--- src/common/uart_params.svh ---
// Register addresses, field positions, reset values and bit timing counts
`ifndef UART_PARAMS_SVH
`define UART_PARAMS_SVH
// How it works
// FIFO enable bit; any toggle empties both FIFOs
// Software must set FIFO enable for operation
// Rx reset bit flushes rx FIFO, self-clears
// Tx reset bit flushes tx FIFO, self-clears
// Trigger select: 1, 4, 8, 14 characters
// Software writes reserved bits as zero
// Word length select five to eight bits
// Stop select: one, two, or one and half
// Parity enable for transmit and receive
// Parity type: odd, even, forced one, zero
// Break holds transmit line at zero
// Divisor access bit redirects shared offsets
// Line status is read-only, rx and tx; code reports receive flags only
// Data ready while receive FIFO not empty
// Overrun: drop character, set flag, read clears
// Parity error for head character, read clears
// Receive available follows fill versus trigger
// Divisor sets sixteen-times oversampling tick
// FIFO disabled: upper control bits not written
// Frame: start, data LSB first, parity, stop

`define ADDR_DATA      32'hE000C000
`define ADDR_DLM       32'hE000C004
`define ADDR_FCR       32'hE000C008
`define ADDR_LCR       32'hE000C00C
`define ADDR_LSR       32'hE000C014

`define FCR_EN_BIT     0
`define FCR_RXRST_BIT  1
`define FCR_TXRST_BIT  2
`define FCR_TRIG_LSB   6
`define LSR_DR_BIT     0
`define LSR_OE_BIT     1
`define LSR_PE_BIT     2

`define FCR_RESET      8'h00
`define LCR_RESET      8'h00
`define DLL_RESET      8'h01
`define DLM_RESET      8'h00

`define TRIG_LVL0      5'h01
`define TRIG_LVL1      5'h04
`define TRIG_LVL2      5'h08
`define TRIG_LVL3      5'h0E

`define FIFO_DEPTH     16
`define BIT_TICKS      6'h10
`define STOP15_TICKS   6'h18
`define STOP2_TICKS    6'h20
`define HALF_TICK_LAST 4'h7
`define BIT_TICK_LAST  4'hF
`endif

--- src/common/uart_pkg.sv ---
// Types and shared helpers for the serial port control block
package uart_pkg;
	// Line format fields, packed as the register holds them
	typedef struct packed {
		logic       dlab;   // Divisor latch access
		logic       brk;    // Break transmit
		logic [1:0] ptype;  // Parity type
		logic       pen;    // Parity enable
		logic       stb;    // Stop bit select
		logic [1:0] wls;    // Word length select
	} lcr_t;

	// One receive FIFO entry: data plus its parity verdict
	typedef struct packed {
		logic       perr;
		logic [7:0] data;
	} rx_entry_t;

	// Serialiser phases, shared by receiver and transmitter
	typedef enum logic [4:0] {
		S_IDLE  = 5'b00001,
		S_START = 5'b00010,
		S_DATA  = 5'b00100,
		S_PAR   = 5'b01000,
		S_STOP  = 5'b10000
	} ser_state_t;

	// Mask of valid data bits for a word length code
	function automatic logic [7:0] len_mask(input logic [1:0] wls);
		len_mask = 8'hFF >> (~wls);
	endfunction

	// Parity bit for a character under the current format
	function automatic logic parity_of(input logic [7:0] d, input lcr_t c);
		logic x;
		x = ^(d & len_mask(c.wls));
		case (c.ptype)
			2'b00:   parity_of = ~x;   // Odd
			2'b01:   parity_of = x;    // Even
			2'b10:   parity_of = 1'b1; // Forced one
			default: parity_of = 1'b0; // Forced zero
		endcase
	endfunction
endpackage

--- src/verilog/uart_ctrl.sv ---
// Serial port control: APB registers, baud tick, receiver, status flags
`include "uart_params.svh"
module uart_ctrl #(
	parameter int DEPTH = `FIFO_DEPTH
) (
	input  wire logic        pclk,
	input  wire logic        presetn,
	input  wire logic [31:0] paddr,
	input  wire logic        psel,
	input  wire logic        penable,
	input  wire logic        pwrite,
	input  wire logic [31:0] pwdata,
	output logic      [31:0] prdata,
	output logic             pready,
	output logic             pslverr,
	input  wire logic        rxd,
	output logic             txd,
	output logic             rx_avail_irq
);
	import uart_pkg::*;

	localparam int CW = $clog2(DEPTH + 1);

	// Registers
	logic        fen_ff;          // FIFO enable
	logic [1:0]  trig_ff;         // Receive trigger select
	lcr_t        lcr_ff;          // Line format
	logic [7:0]  dll_ff;          // Divisor low latch
	logic [7:0]  dlm_ff;          // Divisor high latch
	logic        oe_ff;           // Overrun flag
	logic        pe_ff;           // Parity error flag
	logic [31:0] prdata_ff;       // Read data, captured in setup
	logic        irq_ff;          // Receive available level

	// Baud generator
	logic [15:0] bcnt_ff;         // Divider count
	logic        tick_ff;         // Sixteen-times enable

	// Receiver
	logic        rx_s1_ff;        // Synchroniser first stage
	logic        rx_s2_ff;        // Synchroniser second stage
	ser_state_t  rst_ff;          // Receive phase
	logic [3:0]  rcnt_ff;         // Ticks within a bit
	logic [2:0]  rbit_ff;         // Data bit index
	logic [7:0]  rsh_ff;          // Receive shift register
	logic        rpar_ff;         // Sampled parity bit
	logic        rdone_ff;        // Character assembled pulse
	rx_entry_t   rchar_ff;        // Assembled character
	logic        head_new_ff;     // New character reached FIFO head

	// FIFO links
	rx_entry_t   rx_head;
	logic [CW-1:0] rx_cnt;
	logic [CW-1:0] tx_cnt;
	logic [7:0]  tx_head;
	logic        tx_take;
	logic        tx_line;

	// Bus decode
	wire setup   = psel && !penable;
	wire access  = psel && penable;
	wire wr      = access && pwrite;
	wire rd      = access && !pwrite;
	wire sel_dat = (paddr == `ADDR_DATA);
	wire sel_dlm = (paddr == `ADDR_DLM) && lcr_ff.dlab;
	wire sel_fcr = (paddr == `ADDR_FCR);
	wire sel_lcr = (paddr == `ADDR_LCR);
	wire sel_lsr = (paddr == `ADDR_LSR);
	wire hit     = sel_dat || sel_dlm || sel_fcr || sel_lcr || sel_lsr;
	// Shared offsets steer to divisor latches while dlab is set
	wire wr_dll  = wr && sel_dat && lcr_ff.dlab;
	wire wr_thr  = wr && sel_dat && !lcr_ff.dlab;
	wire rd_rbr  = rd && sel_dat && !lcr_ff.dlab;
	wire wr_dlm  = wr && sel_dlm;
	wire wr_fcr  = wr && sel_fcr;
	wire wr_lcr  = wr && sel_lcr;
	// Status register has no write effect
	wire rd_lsr  = rd && sel_lsr;

	// FIFO control write effects
	wire fen_new  = pwdata[`FCR_EN_BIT];
	wire fen_chg  = wr_fcr && (fen_new != fen_ff);
	wire upper_ok = wr_fcr && fen_new;
	// Reset bits act as pulses and never store
	wire rx_flush = fen_chg || (upper_ok && pwdata[`FCR_RXRST_BIT]);
	wire tx_flush = fen_chg || (upper_ok && pwdata[`FCR_TXRST_BIT]);

	// Effective capacity: one character when FIFOs are disabled
	wire rx_full  = fen_ff ? (rx_cnt == CW'(DEPTH)) : (rx_cnt != '0);
	wire tx_full  = fen_ff ? (tx_cnt == CW'(DEPTH)) : (tx_cnt != '0);
	wire rx_push  = rdone_ff && !rx_full;
	wire ovr_evt  = rdone_ff && rx_full;
	wire rx_pop   = rd_rbr;
	wire data_rdy = (rx_cnt != '0);

	// Trigger depth from select code
	wire [4:0] trig_lvl = (trig_ff == 2'b00) ? `TRIG_LVL0 :
		(trig_ff == 2'b01) ? `TRIG_LVL1 :
		(trig_ff == 2'b10) ? `TRIG_LVL2 : `TRIG_LVL3;

	// Head changes on push into empty FIFO without a same-cycle data read, or pop leaving more behind
	wire head_chg = (rx_push && (rx_cnt == '0) && !rx_pop) ||
		(rx_pop && (rx_cnt > CW'(1)));
	wire pe_evt   = head_new_ff && rx_head.perr && (rx_cnt != '0);

	// Line status image; same-cycle events show so a clearing read never drops one
	wire [7:0] lsr_val = {5'h00, pe_ff | pe_evt, oe_ff | ovr_evt, data_rdy};
	wire [7:0] fcr_val = {trig_ff, 5'h00, fen_ff};

	// Read mux, sampled into prdata during setup
	wire [7:0] rd_mux = !sel_dat ? (sel_dlm ? dlm_ff :
		sel_fcr ? fcr_val : sel_lcr ? lcr_ff : sel_lsr ? lsr_val : 8'h00) :
		(lcr_ff.dlab ? dll_ff : rx_head.data);

	wire [15:0] divisor  = {dlm_ff, dll_ff};
	wire        rx_line  = rx_s2_ff;
	wire        rx_bend  = tick_ff && (rcnt_ff == `BIT_TICK_LAST);
	wire        rx_lastb = (rbit_ff == {1'b0, lcr_ff.wls} + 3'h4);
	wire [7:0]  rx_data  = rsh_ff >> (~lcr_ff.wls);           // Right-justify short words

	// Zero-wait slave; errors for unmapped addresses and for DLM while dlab is clear
	assign pready       = 1'b1;
	assign pslverr      = access && !hit;
	assign prdata       = prdata_ff;
	assign rx_avail_irq = irq_ff;
	// Break overrides the serialiser output
	assign txd          = lcr_ff.brk ? 1'b0 : tx_line;

	// Control registers
	always_ff @(posedge pclk or negedge presetn) begin
		if (!presetn) begin
			fen_ff  <= 1'(`FCR_RESET >> `FCR_EN_BIT);
			trig_ff <= 2'(`FCR_RESET >> `FCR_TRIG_LSB);
			lcr_ff  <= `LCR_RESET;
			dll_ff  <= `DLL_RESET;
			dlm_ff  <= `DLM_RESET;
		end else begin
			if (wr_fcr)
				fen_ff <= fen_new;
			if (upper_ok)
				trig_ff <= pwdata[`FCR_TRIG_LSB +: 2];
			if (wr_lcr)
				lcr_ff <= pwdata[7:0];
			if (wr_dll)
				dll_ff <= pwdata[7:0];
			if (wr_dlm)
				dlm_ff <= pwdata[7:0];
		end
	end

	// Read data capture; held through the access phase
	always_ff @(posedge pclk or negedge presetn) begin
		if (!presetn)
			prdata_ff <= '0;
		else if (setup && !pwrite)
			prdata_ff <= {24'h000000, rd_mux};
	end

	// Error flags: a new event beats a same-cycle status read
	always_ff @(posedge pclk or negedge presetn) begin
		if (!presetn) begin
			oe_ff <= 1'b0;
			pe_ff <= 1'b0;
		end else begin
			if (ovr_evt)
				oe_ff <= 1'b1;
			else if (rd_lsr)
				oe_ff <= 1'b0;
			if (pe_evt)
				pe_ff <= 1'b1;
			else if (rd_lsr)
				pe_ff <= 1'b0;
		end
	end

	// Head tracking and receive available level
	always_ff @(posedge pclk or negedge presetn) begin
		if (!presetn) begin
			head_new_ff <= 1'b0;
			irq_ff      <= 1'b0;
		end else begin
			head_new_ff <= head_chg && !rx_flush;
			irq_ff      <= fen_ff ? (rx_cnt >= CW'(trig_lvl)) : data_rdy;
		end
	end

	// Divider: one tick every divisor clocks, none at zero
	always_ff @(posedge pclk or negedge presetn) begin
		if (!presetn) begin
			bcnt_ff <= '0;
			tick_ff <= 1'b0;
		end else if (divisor == 16'h0000) begin
			bcnt_ff <= '0;
			tick_ff <= 1'b0;
		end else if (bcnt_ff >= divisor - 16'h0001) begin
			bcnt_ff <= '0;
			tick_ff <= 1'b1;
		end else begin
			bcnt_ff <= bcnt_ff + 16'h0001;
			tick_ff <= 1'b0;
		end
	end

	// Two-stage synchroniser on the serial input
	always_ff @(posedge pclk or negedge presetn) begin
		if (!presetn) begin
			rx_s1_ff <= 1'b1;
			rx_s2_ff <= 1'b1;
		end else begin
			rx_s1_ff <= rxd;
			rx_s2_ff <= rx_s1_ff;
		end
	end

	// Receive sequencer; samples each bit at its middle tick.
	// Only the first stop bit is checked for timing, so a
	// two-stop sender is accepted without extra delay.
	always_ff @(posedge pclk or negedge presetn) begin
		if (!presetn) begin
			rst_ff   <= S_IDLE;
			rcnt_ff  <= '0;
			rbit_ff  <= '0;
			rsh_ff   <= '0;
			rpar_ff  <= 1'b0;
			rdone_ff <= 1'b0;
			rchar_ff <= '0;
		end else begin
			rdone_ff <= 1'b0;
			if (tick_ff)
				rcnt_ff <= rcnt_ff + 4'h1;
			case (rst_ff)
				S_IDLE: if (!rx_line) begin
					rst_ff  <= S_START;
					rcnt_ff <= '0;
				end
				S_START: if (tick_ff && rcnt_ff == `HALF_TICK_LAST) begin
					// False start glitch returns to idle
					rst_ff  <= rx_line ? S_IDLE : S_DATA;
					rcnt_ff <= '0;
					rbit_ff <= '0;
				end
				S_DATA: if (rx_bend) begin
					rsh_ff  <= {rx_line, rsh_ff[7:1]};         // LSB first
					rbit_ff <= rbit_ff + 3'h1;
					if (rx_lastb)
						rst_ff <= lcr_ff.pen ? S_PAR : S_STOP;
				end
				S_PAR: if (rx_bend) begin
					rpar_ff <= rx_line;
					rst_ff  <= S_STOP;
				end
				S_STOP: if (rx_bend) begin
					rst_ff        <= S_IDLE;
					rdone_ff      <= 1'b1;
					rchar_ff.data <= rx_data & len_mask(lcr_ff.wls);
					rchar_ff.perr <= lcr_ff.pen &&
						(rpar_ff != parity_of(rx_data, lcr_ff));
				end
				default: rst_ff <= S_IDLE;
			endcase
		end
	end

	// Receive FIFO: data plus parity verdict per character
	uart_fifo #(
		.WIDTH ($bits(rx_entry_t)),
		.DEPTH (DEPTH)
	) u_rx_fifo (
		.pclk    (pclk),
		.presetn (presetn),
		.flush   (rx_flush),
		.push    (rx_push),
		.din     (rchar_ff),
		.pop     (rx_pop),
		.dout    (rx_head),
		.count   (rx_cnt)
	);

	// Transmit FIFO; a write to a full FIFO is dropped
	uart_fifo #(
		.WIDTH (8),
		.DEPTH (DEPTH)
	) u_tx_fifo (
		.pclk    (pclk),
		.presetn (presetn),
		.flush   (tx_flush),
		.push    (wr_thr && !tx_full),
		.din     (pwdata[7:0]),
		.pop     (tx_take),
		.dout    (tx_head),
		.count   (tx_cnt)
	);

	// Transmit serialiser
	uart_tx u_tx (
		.pclk    (pclk),
		.presetn (presetn),
		.tick    (tick_ff),
		.cfg     (lcr_ff),
		.valid   (tx_cnt != '0),
		.data    (tx_head),
		.take    (tx_take),
		.txd     (tx_line)
	);
endmodule

--- src/verilog/uart_fifo.sv ---
// Synchronous FIFO with flush, used for both receive and transmit
module uart_fifo #(
	parameter int WIDTH = 9,
	parameter int DEPTH = 16,
	parameter int CW    = $clog2(DEPTH + 1)
) (
	input  wire logic             pclk,
	input  wire logic             presetn,
	input  wire logic             flush,
	input  wire logic             push,
	input  wire logic [WIDTH-1:0] din,
	input  wire logic             pop,
	output logic      [WIDTH-1:0] dout,
	output logic      [CW-1:0]    count
);
	localparam int AW = $clog2(DEPTH);

	logic [WIDTH-1:0] mem [DEPTH];   // Storage, not reset
	logic [AW-1:0]    wp_ff;         // Write pointer
	logic [AW-1:0]    rp_ff;         // Read pointer
	logic [CW-1:0]    cnt_ff;        // Fill level

	wire do_push = push && (cnt_ff != CW'(DEPTH));
	wire do_pop  = pop && (cnt_ff != '0);

	// Pointer advance with wrap for any depth
	function automatic logic [AW-1:0] inc(input logic [AW-1:0] p);
		inc = (p == AW'(DEPTH - 1)) ? '0 : p + AW'(1);
	endfunction

	assign dout  = mem[rp_ff];
	assign count = cnt_ff;

	// Storage write, skipped on flush; flush resets pointers and count, not storage
	always_ff @(posedge pclk) begin
		if (do_push && !flush)
			mem[wp_ff] <= din;
	end

	// Pointers and fill level; flush wins over traffic
	always_ff @(posedge pclk or negedge presetn) begin
		if (!presetn) begin
			wp_ff  <= '0;
			rp_ff  <= '0;
			cnt_ff <= '0;
		end else if (flush) begin
			wp_ff  <= '0;
			rp_ff  <= '0;
			cnt_ff <= '0;
		end else begin
			if (do_push)
				wp_ff <= inc(wp_ff);
			if (do_pop)
				rp_ff <= inc(rp_ff);
			cnt_ff <= cnt_ff + CW'(do_push) - CW'(do_pop);
		end
	end
endmodule

--- src/verilog/uart_tx.sv ---
// Transmit serialiser driven by the sixteen-times tick
`include "uart_params.svh"
module uart_tx (
	input  wire logic           pclk,
	input  wire logic           presetn,
	input  wire logic           tick,
	input  uart_pkg::lcr_t      cfg,
	input  wire logic           valid,
	input  wire logic [7:0]     data,
	output logic                take,
	output logic                txd
);
	import uart_pkg::*;

	ser_state_t st_ff;             // Frame phase
	logic [5:0] cnt_ff;            // Ticks within a bit
	logic [2:0] bit_ff;            // Data bit index
	logic [7:0] sh_ff;             // Shift register
	logic       par_ff;            // Parity of loaded byte
	logic       txd_ff;            // Registered line level

	// Stop length in ticks: one, one and half, two
	wire [5:0] stop_len = !cfg.stb ? `BIT_TICKS :
		(cfg.wls == 2'b00) ? `STOP15_TICKS : `STOP2_TICKS;
	wire [5:0] lim      = (st_ff == S_STOP) ? stop_len : `BIT_TICKS;
	wire       bit_end  = tick && (cnt_ff == lim - 6'h01);
	wire       last_bit = (bit_ff == {1'b0, cfg.wls} + 3'h4);

	assign take = (st_ff == S_IDLE) && valid;
	assign txd  = txd_ff;

	// Frame sequencer
	always_ff @(posedge pclk or negedge presetn) begin
		if (!presetn) begin
			st_ff  <= S_IDLE;
			cnt_ff <= '0;
			bit_ff <= '0;
			sh_ff  <= '0;
			par_ff <= 1'b0;
		end else begin
			cnt_ff <= bit_end ? 6'h00 : (tick ? cnt_ff + 6'h01 : cnt_ff);
			case (st_ff)
				S_IDLE: if (take) begin
					st_ff  <= S_START;
					cnt_ff <= '0;
					sh_ff  <= data;
					par_ff <= parity_of(data, cfg);
				end
				S_START: if (bit_end) begin
					st_ff  <= S_DATA;
					bit_ff <= '0;
				end
				S_DATA: if (bit_end) begin
					sh_ff  <= {1'b0, sh_ff[7:1]}; // LSB first
					bit_ff <= bit_ff + 3'h1;
					if (last_bit)
						st_ff <= cfg.pen ? S_PAR : S_STOP;
				end
				S_PAR: if (bit_end)
					st_ff <= S_STOP;
				S_STOP: if (bit_end)
					st_ff <= S_IDLE;
				default: st_ff <= S_IDLE;
			endcase
		end
	end

	// Line level, registered so the pin never glitches
	always_ff @(posedge pclk or negedge presetn) begin
		if (!presetn)
			txd_ff <= 1'b1;
		else
			case (st_ff)
				S_START: txd_ff <= 1'b0;
				S_DATA:  txd_ff <= sh_ff[0];
				S_PAR:   txd_ff <= par_ff;
				default: txd_ff <= 1'b1;
			endcase
	end
endmodule
--- config.mk ---
export PLATFORM = sky130hd
export DESIGN_NAME = uart_ctrl
export DESIGN_NICKNAME = d
export VERILOG_FILES = /design/src/common/uart_pkg.sv /design/src/verilog/uart_ctrl.sv /design/src/verilog/uart_fifo.sv /design/src/verilog/uart_tx.sv
export VERILOG_INCLUDE_DIRS = /design/src /design/src/common
export SDC_FILE = /design/constraint.sdc
export NUM_CORES = 1
export LEC_CHECK = 0
export ABC_AREA = 1
export BUFFER_PORTS_ARGS = -buffer_cell sky130_fd_sc_hd__buf_4
export CORE_UTILIZATION = 46
export DETAILED_ROUTE_END_ITERATION = 12
export GPL_TIMING_DRIVEN = 0
export SLEW_MARGIN = 15
export SYNTH_ARGS = -nofsm -noshare
export SYNTH_HDL_FRONTEND = slang
export SYNTH_SLANG_ARGS = --single-unit
export TNS_END_PERCENT = 10
--- constraint.sdc ---
create_clock -name pclk -period 4.7 [get_ports pclk]
set_input_delay 0.235 -clock pclk [delete_from_list [all_inputs] [get_ports pclk]]
set_output_delay 0.235 -clock pclk [all_outputs]
set_load 0.01 [all_outputs]
### After elaboration in Yosys (flattened, before gate mapping)

Memory sizes are Yosys's and may differ from the RTL's.
Cells that the tools add are included.

| storage, ports and cells | value |
|---|---|
| register bits after elaboration | 139 |
| memory bits (writable) | 272 |
| output and inout port bits | 36 |
| word-level logic and storage cells | 279 |
| memories kept | 2 |

Memory list:

| memory | words | width | rd ports | clocked after Yosys merged registers in | write ports | line | source |
|---|---|---|---|---|---|---|---|
| u_rx_fifo.mem | 16 | 9 | 1 | 0 | 1 | uart_fifo.sv:18 | `logic [WIDTH-1:0] mem [DEPTH];` |
| u_tx_fifo.mem | 16 | 8 | 1 | 0 | 1 | uart_fifo.sv:18 |  |

| cells by class | value |
|---|---|
| add/sub/neg operators | 16 |
| order comparisons | 3 |
| equality and inequality tests | 46 |
| shift operators | 2 |
| multiplexer cells | 81 |
| bitwise operators | 7 |
| reduce and logical (&&, ||, !) cells | 83 |

Operator list:

| kind | number |
|---|---|
| equality test 32 bit, second input constant | 5 |
| two-way mux 5 bit | 15 |
| two-way mux 4 bit | 17 |
| two-way mux 8 bit | 7 |
| one-hot mux 5 bit (5 select lines) | 2 |
| two-way mux 6 bit | 7 |
| logical AND 1 bit | 40 |
| two-way mux 16 bit | 2 |
| two-way mux 3 bit | 7 |
| adder 4 x 1 -> 4 bit, second input constant | 5 |
| equality test 4 bit, second input constant | 5 |
| equality test 5 bit, second input constant | 4 |
| nonzero test 2 bit | 9 |
| two-way mux 1 bit | 17 |
| adder 16 x 1 -> 16 bit, second input constant | 1 |
| bitwise AND 8 bit | 2 |
| greater-or-equal comparator 16 bit | 1 |
| logical NOT 16 bit | 1 |
| one-hot mux 8 bit (2 select lines) | 1 |
| XOR reduction 8 bit | 2 |
| subtractor 16 x 1 -> 16 bit, second input constant | 1 |
| != test 2 bit, second input constant | 7 |
| one-hot mux 3 bit (2 select lines) | 2 |
| AND reduction 6 bit | 2 |
| other kinds (34) | 76 |

### Logic depth before layout (Yosys ltp)

| logic depth | value |
|---|---|
| word-level depth | 10 |
| gate-level depth with buffers | 21 |
| depth with buffers taken out | 20 |

### Cells and area by module

A second synthesis with hierarchy kept.

| second synthesis, totals | value |
|---|---|
| cells, all modules | 2360 |
| area total of the unflattened synthesis | 20890.0 sq um |

Modules (own cells, without submodules):

| module | times used | cells each | area an instance (sq um) |
|---|---|---|---|
| uart_fifo (u_rx_fifo) | 1 | 688 | 7025.5 |
| uart_fifo (u_tx_fifo) | 1 | 683 | 6525.0 |
| uart_ctrl | 1 | 791 | 5798.1 |
| uart_tx | 1 | 198 | 1541.5 |

### Worst setup path before layout

Ideal clock, no wire load.

| timing path | value |
|---|---|
| path type | register -> register |
| from | register dll_ff[2] |
| to | register bcnt_ff[13] |
| setup time | 119 ps |
| arrival | 2682 ps |
| slack | 1900 ps |
| cell stages (with the launch flop) | 20 |
| clock period less this slack | 2800 ps |
| cell sequence | dfrtp_1 nor2_1 nand2_1 nor3_1 nand2_1 nor2_2 nand4_1 nor3_2 nand3_1 xor2_1 inv_1 ha_1 nand2_1 inv_1 nand3_1 nor3_1 nand3_1 nand4_2 buf_6 nor2_1 |

| between the ends | value |
|---|---|
| longest elaborated chain between the ends | 4 |
| elaborated cells on any way between the ends | 5 |

Ends and longest elaborated chain:

| element | line | source |
|---|---|---|
| from (decl) | uart_ctrl.sv:28 | `logic [7:0] dll_ff;` |
| from (signal assigned) | uart_ctrl.sv:135 | `` dll_ff <= `DLL_RESET; `` |
| from (signal assigned) | uart_ctrl.sv:145 | `dll_ff <= pwdata[7:0];` |
| subtractor 16 x 1 -> 16 bit | uart_ctrl.sv:195 | `end else if (bcnt_ff >= divisor - 16'h0001) begin` |
| greater-or-equal comparator 16 bit | uart_ctrl.sv:195 |  |
| two-way mux 16 bit | uart_ctrl.sv:195 |  |
| two-way mux 16 bit (*) | uart_ctrl.sv:192 | `end else if (divisor == 16'h0000) begin` |
| to (signal assigned) | uart_ctrl.sv:199 | `bcnt_ff <= bcnt_ff + 16'h0001;` |
| to (decl) | uart_ctrl.sv:36 | `logic [15:0] bcnt_ff;` |

Every way passes the cells marked *; elsewhere a longest branch is shown, timed or not.
A chain may end at the register's enable or synchronous reset.

### Worst setup path in the final report

| timing path | value |
|---|---|
| from | register u_tx_fifo.cnt_ff[3], in the netlist u_tx_fifo.count[3] |
| to | register u_tx_fifo.cnt_ff[4], in the netlist u_tx_fifo.count[4] |

| between the ends | value |
|---|---|
| longest elaborated chain between the ends | 8 |
| elaborated cells on any way between the ends | 12 |

Ends and longest elaborated chain:

| element | line | source |
|---|---|---|
| from (decl) | uart_fifo.sv:21 | `logic [CW-1:0] cnt_ff;` |
| from (signal assigned) | uart_fifo.sv:55 | `cnt_ff <= cnt_ff + CW'(do_push) - CW'(do_pop);` |
| equality test 5 bit or nonzero test 5 bit (tied branches) | uart_ctrl.sv:90, uart_ctrl.sv:300, uart_fifo.sv:24 |  |
| two-way mux 1 bit | uart_ctrl.sv:90 | `wire tx_full = fen_ff ? (tx_cnt == CW'(DEPTH)) : (tx_cnt != '0);` |
| logical NOT 1 bit | uart_ctrl.sv:287 | `.push (wr_thr && !tx_full),` |
| logical AND 1 bit | uart_ctrl.sv:287 |  |
| logical AND 1 bit | uart_fifo.sv:23 | `wire do_push = push && (cnt_ff != CW'(DEPTH));` |
| adder 5 x 1 -> 5 bit | uart_fifo.sv:55 |  |
| subtractor 5 x 1 -> 5 bit (*) | uart_fifo.sv:55 |  |
| two-way mux 5 bit (*) | uart_fifo.sv:46 | `end else if (flush) begin` |

Marked as above.

==> impl_metrics.csv <==
group,metric,value,unit
synthesis,ys_async_sr_fraction,0.338,
setup_path,cp_top_family,"adder cells",
synthesis,synth-edff-count,272,
setup_path,crit_fanout,10,
global_route,grt_pass1_vias,14900,
run_status,status,"finished clean",
die,fp.dieW,212,um
drt,wl,53600,um
synthesis,synth.distinct_cells,64,
sta,finalHoldViolCount,0,
sta,tns,0,ns
setup_path,slowest_stage,"o21ai_1",
layout,finalNetCount,2419,
placement,dp_hpwl,38400,um
power_and_ir_drop,pwr_density_cell,338,nW/um^2
setup_path,critPathLaunchType,"register",
synthesis,syn_inst,2165,
die,rows,76,
layout,final_cells,2919,
placement,port_buffers,56,
setup_path,worstPathArrival,4.01,ns
synthesis,yosysTopAreaCellShare,0.402,
drt,antenna_left,0,
synthesis,ys_ff_latch,411,
clock_tree,clk_latency,0.58,ns
sta,slew_violations,0,
clock_tree,cts_htree_levels,2,
layout,fillCellCount,3973,
layout,drive_gt1_frac,0.117,
hold_path,hold_start,"pwdata[7]",
global_route,grt_antenna_before_repair,3,
clock_tree,cts_max_path_buffers,3,
global_route,track_usage,0.245,
sta,fin_skew,0.0276,ns
die,die_h,212,um
sta,hold_ws,0.0461,ns
power_and_ir_drop,p_leak,10.3,nW
die,start_util,0.469,
synthesis,synth_commonest_cells,"nand2_1, edfxtp_1, inv_1",
synthesis,synth_top_cell_by_area,"edfxtp_1",
die,ioPinCount,106,
drt,drt-initial-drc-count,1130,
synthesis,ys_seq_area_frac,0.573,
sta,rsz0062_at_grt,"false",
sta,slew_headroom,0.211,
setup_path,slowest_delay,0.73,ns
setup_path,r2r_end,"u_tx_fifo.count[4]$_DFF_PN0_",
run,max_cap_violations,0,
hold_path,worstHoldEndpoint,"u_tx_fifo.mem[12][7]$_DFFE_PP_",
power_and_ir_drop,total_power,0.00783,W
setup_path,required,5.15,ns
die,die-area,45000,um^2
clock_tree,clock_sinks,411,
drt,drc,0,
sta,period_needed,3.56,ns
setup_path,crit_chain,"inv_1, ha_1, nand3_1, o21ai_1, inv_1, ha_1, inv_1, ha_1, fa_1, a21oi_1, nor2_1, nor2_1, xor2_1, nor2_1",
die,fp.coreArea,43400,um^2
drt,dr.pass1.iters,5,
sta,finalSetupViolations,0,
hold_path,hold_class,"input port to register",
clock_tree,cts_buffers,46,
setup_path,worst-path-buf-inv,3,
sta,fin_crit_sh,0.757,
setup_path,r2r-start,"u_tx_fifo.count[3]$_DFF_PN0_",
global_route,met2_usage,0.403,
setup_path,r2r_cells,14,
global_route,grt_overflow_total,0,
drt,wl_per_cell,18.4,um
global_route,grt_max_degree,77,
sta,worst_slack,1.14,ns
sta,tightestPinTransition,1.18,ns
drt,vias,15200,
global_route,grtUsageMet1,0.323,
synthesis,yosysMostFrequentCell,"nand2_1",
synthesis,netlist_top_cells_area,"edfxtp_1, dfrtp_1, nand2_1",
drt,via_per_inst,5.19,
sta,fmax,281,MHz
synthesis,synth_area_per_cell,9.39,um^2
hold_path,holdPathStages,1,
setup_path,regToRegSetupSlack,1.14,ns
placement,gp_congestion,0.925,
synthesis,syn-cell-area,20300,um^2
synthesis,yosys_warnings,0,
placement,place_ws,0.973,ns
clock_tree,clk_pin_slew_worst_paths,0.07,ns
power_and_ir_drop,ir_worst_vdd,0.280,mV
global_route,grt_pass1_wl,83400,um
synthesis,ys.flop_type,"edfxtp_1",
global_route,gr-usage-met3,0.0555,
placement,place_inst,2830,
setup_path,crit_path_end_kind,"register",
clock_tree,clockRootBuffer,"clkbuf_16",
global_route,top_usage_layer,"met2",
layout,areaGrowthSynthToFinish,13.9,%
clock_tree,tritoncts,"yes",
setup_path,crit_type,"register to register",
layout make-up:
| class | count | area [um^2] | area share |
|---|---|---|---|
| clock inverters | 26 | 256 | 0.0111 |
| clock buffers | 59 | 1260 | 0.0545 |
| diodes | 1 | 2.50 | 0.000108 |
| inverters | 268 | 1010 | 0.0438 |
| repair buffers | 60 | 485 | 0.0210 |
| well taps | 585 | 732 | 0.0316 |
| plain buffers | 88 | 572 | 0.0247 |
| multi-input cells | 1421 | 7180 | 0.310 |
| flip-flops and latches | 411 | 11700 | 0.503 |
flip-flops by register name, summed over array words and instances (netlist names), 3 cells and up:
signal / cells
bcnt_ff: 16
dll_ff: 8
dlm_ff: 8
lcr_ff: 8
prdata: 8
rbit_ff: 3
rchar_ff: 9
rcnt_ff: 4
rsh_ff: 8
rst_ff: 5
u_rx_fifo.count: 5
u_rx_fifo.mem: 144
u_rx_fifo.rp_ff: 4
u_rx_fifo.wp_ff: 4
u_tx.bit_ff: 3
u_tx.cnt_ff: 6
u_tx.sh_ff: 8
u_tx.st_ff: 5
u_tx_fifo.count: 5
u_tx_fifo.mem: 128
u_tx_fifo.rp_ff: 4
u_tx_fifo.wp_ff: 4
per-layer routing:
layer / share of wire / up-vias
met5: 0.00048 / -
met4: 0.027 / 4
met3: 0.064 / 91
met2: 0.47 / 389
met1: 0.44 / 7290
li1: - / 7384
how the worst max path moves through the flow:
stage	startpoint	to	slack, ns	cells past startpoint
after floorplan	dll_ff[2]$_DFFE_PN0P_	bcnt_ff[13]$_DFF_PN0_	1.90	19
after detailed placement	paddr[25]	u_rx_fifo.count[4]$_DFF_PN0_	0.97	19
after global routing	u_tx_fifo.count[3]$_DFF_PN0_	u_tx_fifo.count[4]$_DFF_PN0_	0.95	14
after global placement	paddr[25]	u_rx_fifo.count[4]$_DFF_PN0_	0.97	19
after CTS	u_tx_fifo.count[2]$_DFF_PN0_	u_tx_fifo.count[4]$_DFF_PN0_	1.16	14
final	u_tx_fifo.count[3]$_DFF_PN0_	u_tx_fifo.count[4]$_DFF_PN0_	1.14	14
kinds of logic (layout without fill, tap and decap cells):
logic type      count (synthesis)  after routing  synth area share
compound gates                280            280            0.0762
buf+inv                       356            501            0.0780
flops                         411            411             0.573
mux                             2              2           0.00117
fa+ha+maj                      53             53            0.0334
simple gates                 1020           1020             0.220
xor+xnor                       41             41            0.0177
other cells                     2             26          0.000369
timing repair:
action	CTS	global route
hold endpoints to repair	80	0
buffers inserted	0	0
gates resized for setup	0	0
hold buffers	3	0
report_power, final:
part / switching [W] / internal (W)
sequential: 0.0000167 / 0.00388
clock: 0.00146 / 0.00216
combinational: 0.000204 / 0.000109
total: 0.00168 / 0.00615
layout by cell type, fill, tap and decap left out, drive strengths merged, types with 9 or more instances in the layout:
master	netlist	layout
nand4	27	27
inv	266	267
nand3	135	135
ha	51	51
nand2	549	549
xor2	29	29
xnor2	12	12
o21ai	171	171
o22ai	12	12
clkinv	2	19
clkbuf	18	77
buf	70	127
dfrtp	133	133
nor4	14	14
nor2	248	248
a21oi	57	57
conb	2	25
nor3	34	34
edfxtp	272	272
o221ai	9	9
stage by stage:
stage | area [um^2] | util
detailed placement | 21600 | 0.498
global route | 23200 | 0.534
finish | 23200 | 0.534
CTS | 23200 | 0.534
floorplan | 20400 | -
global placement | 21600 | 0.497
Power figures use the tool's default switching activity.
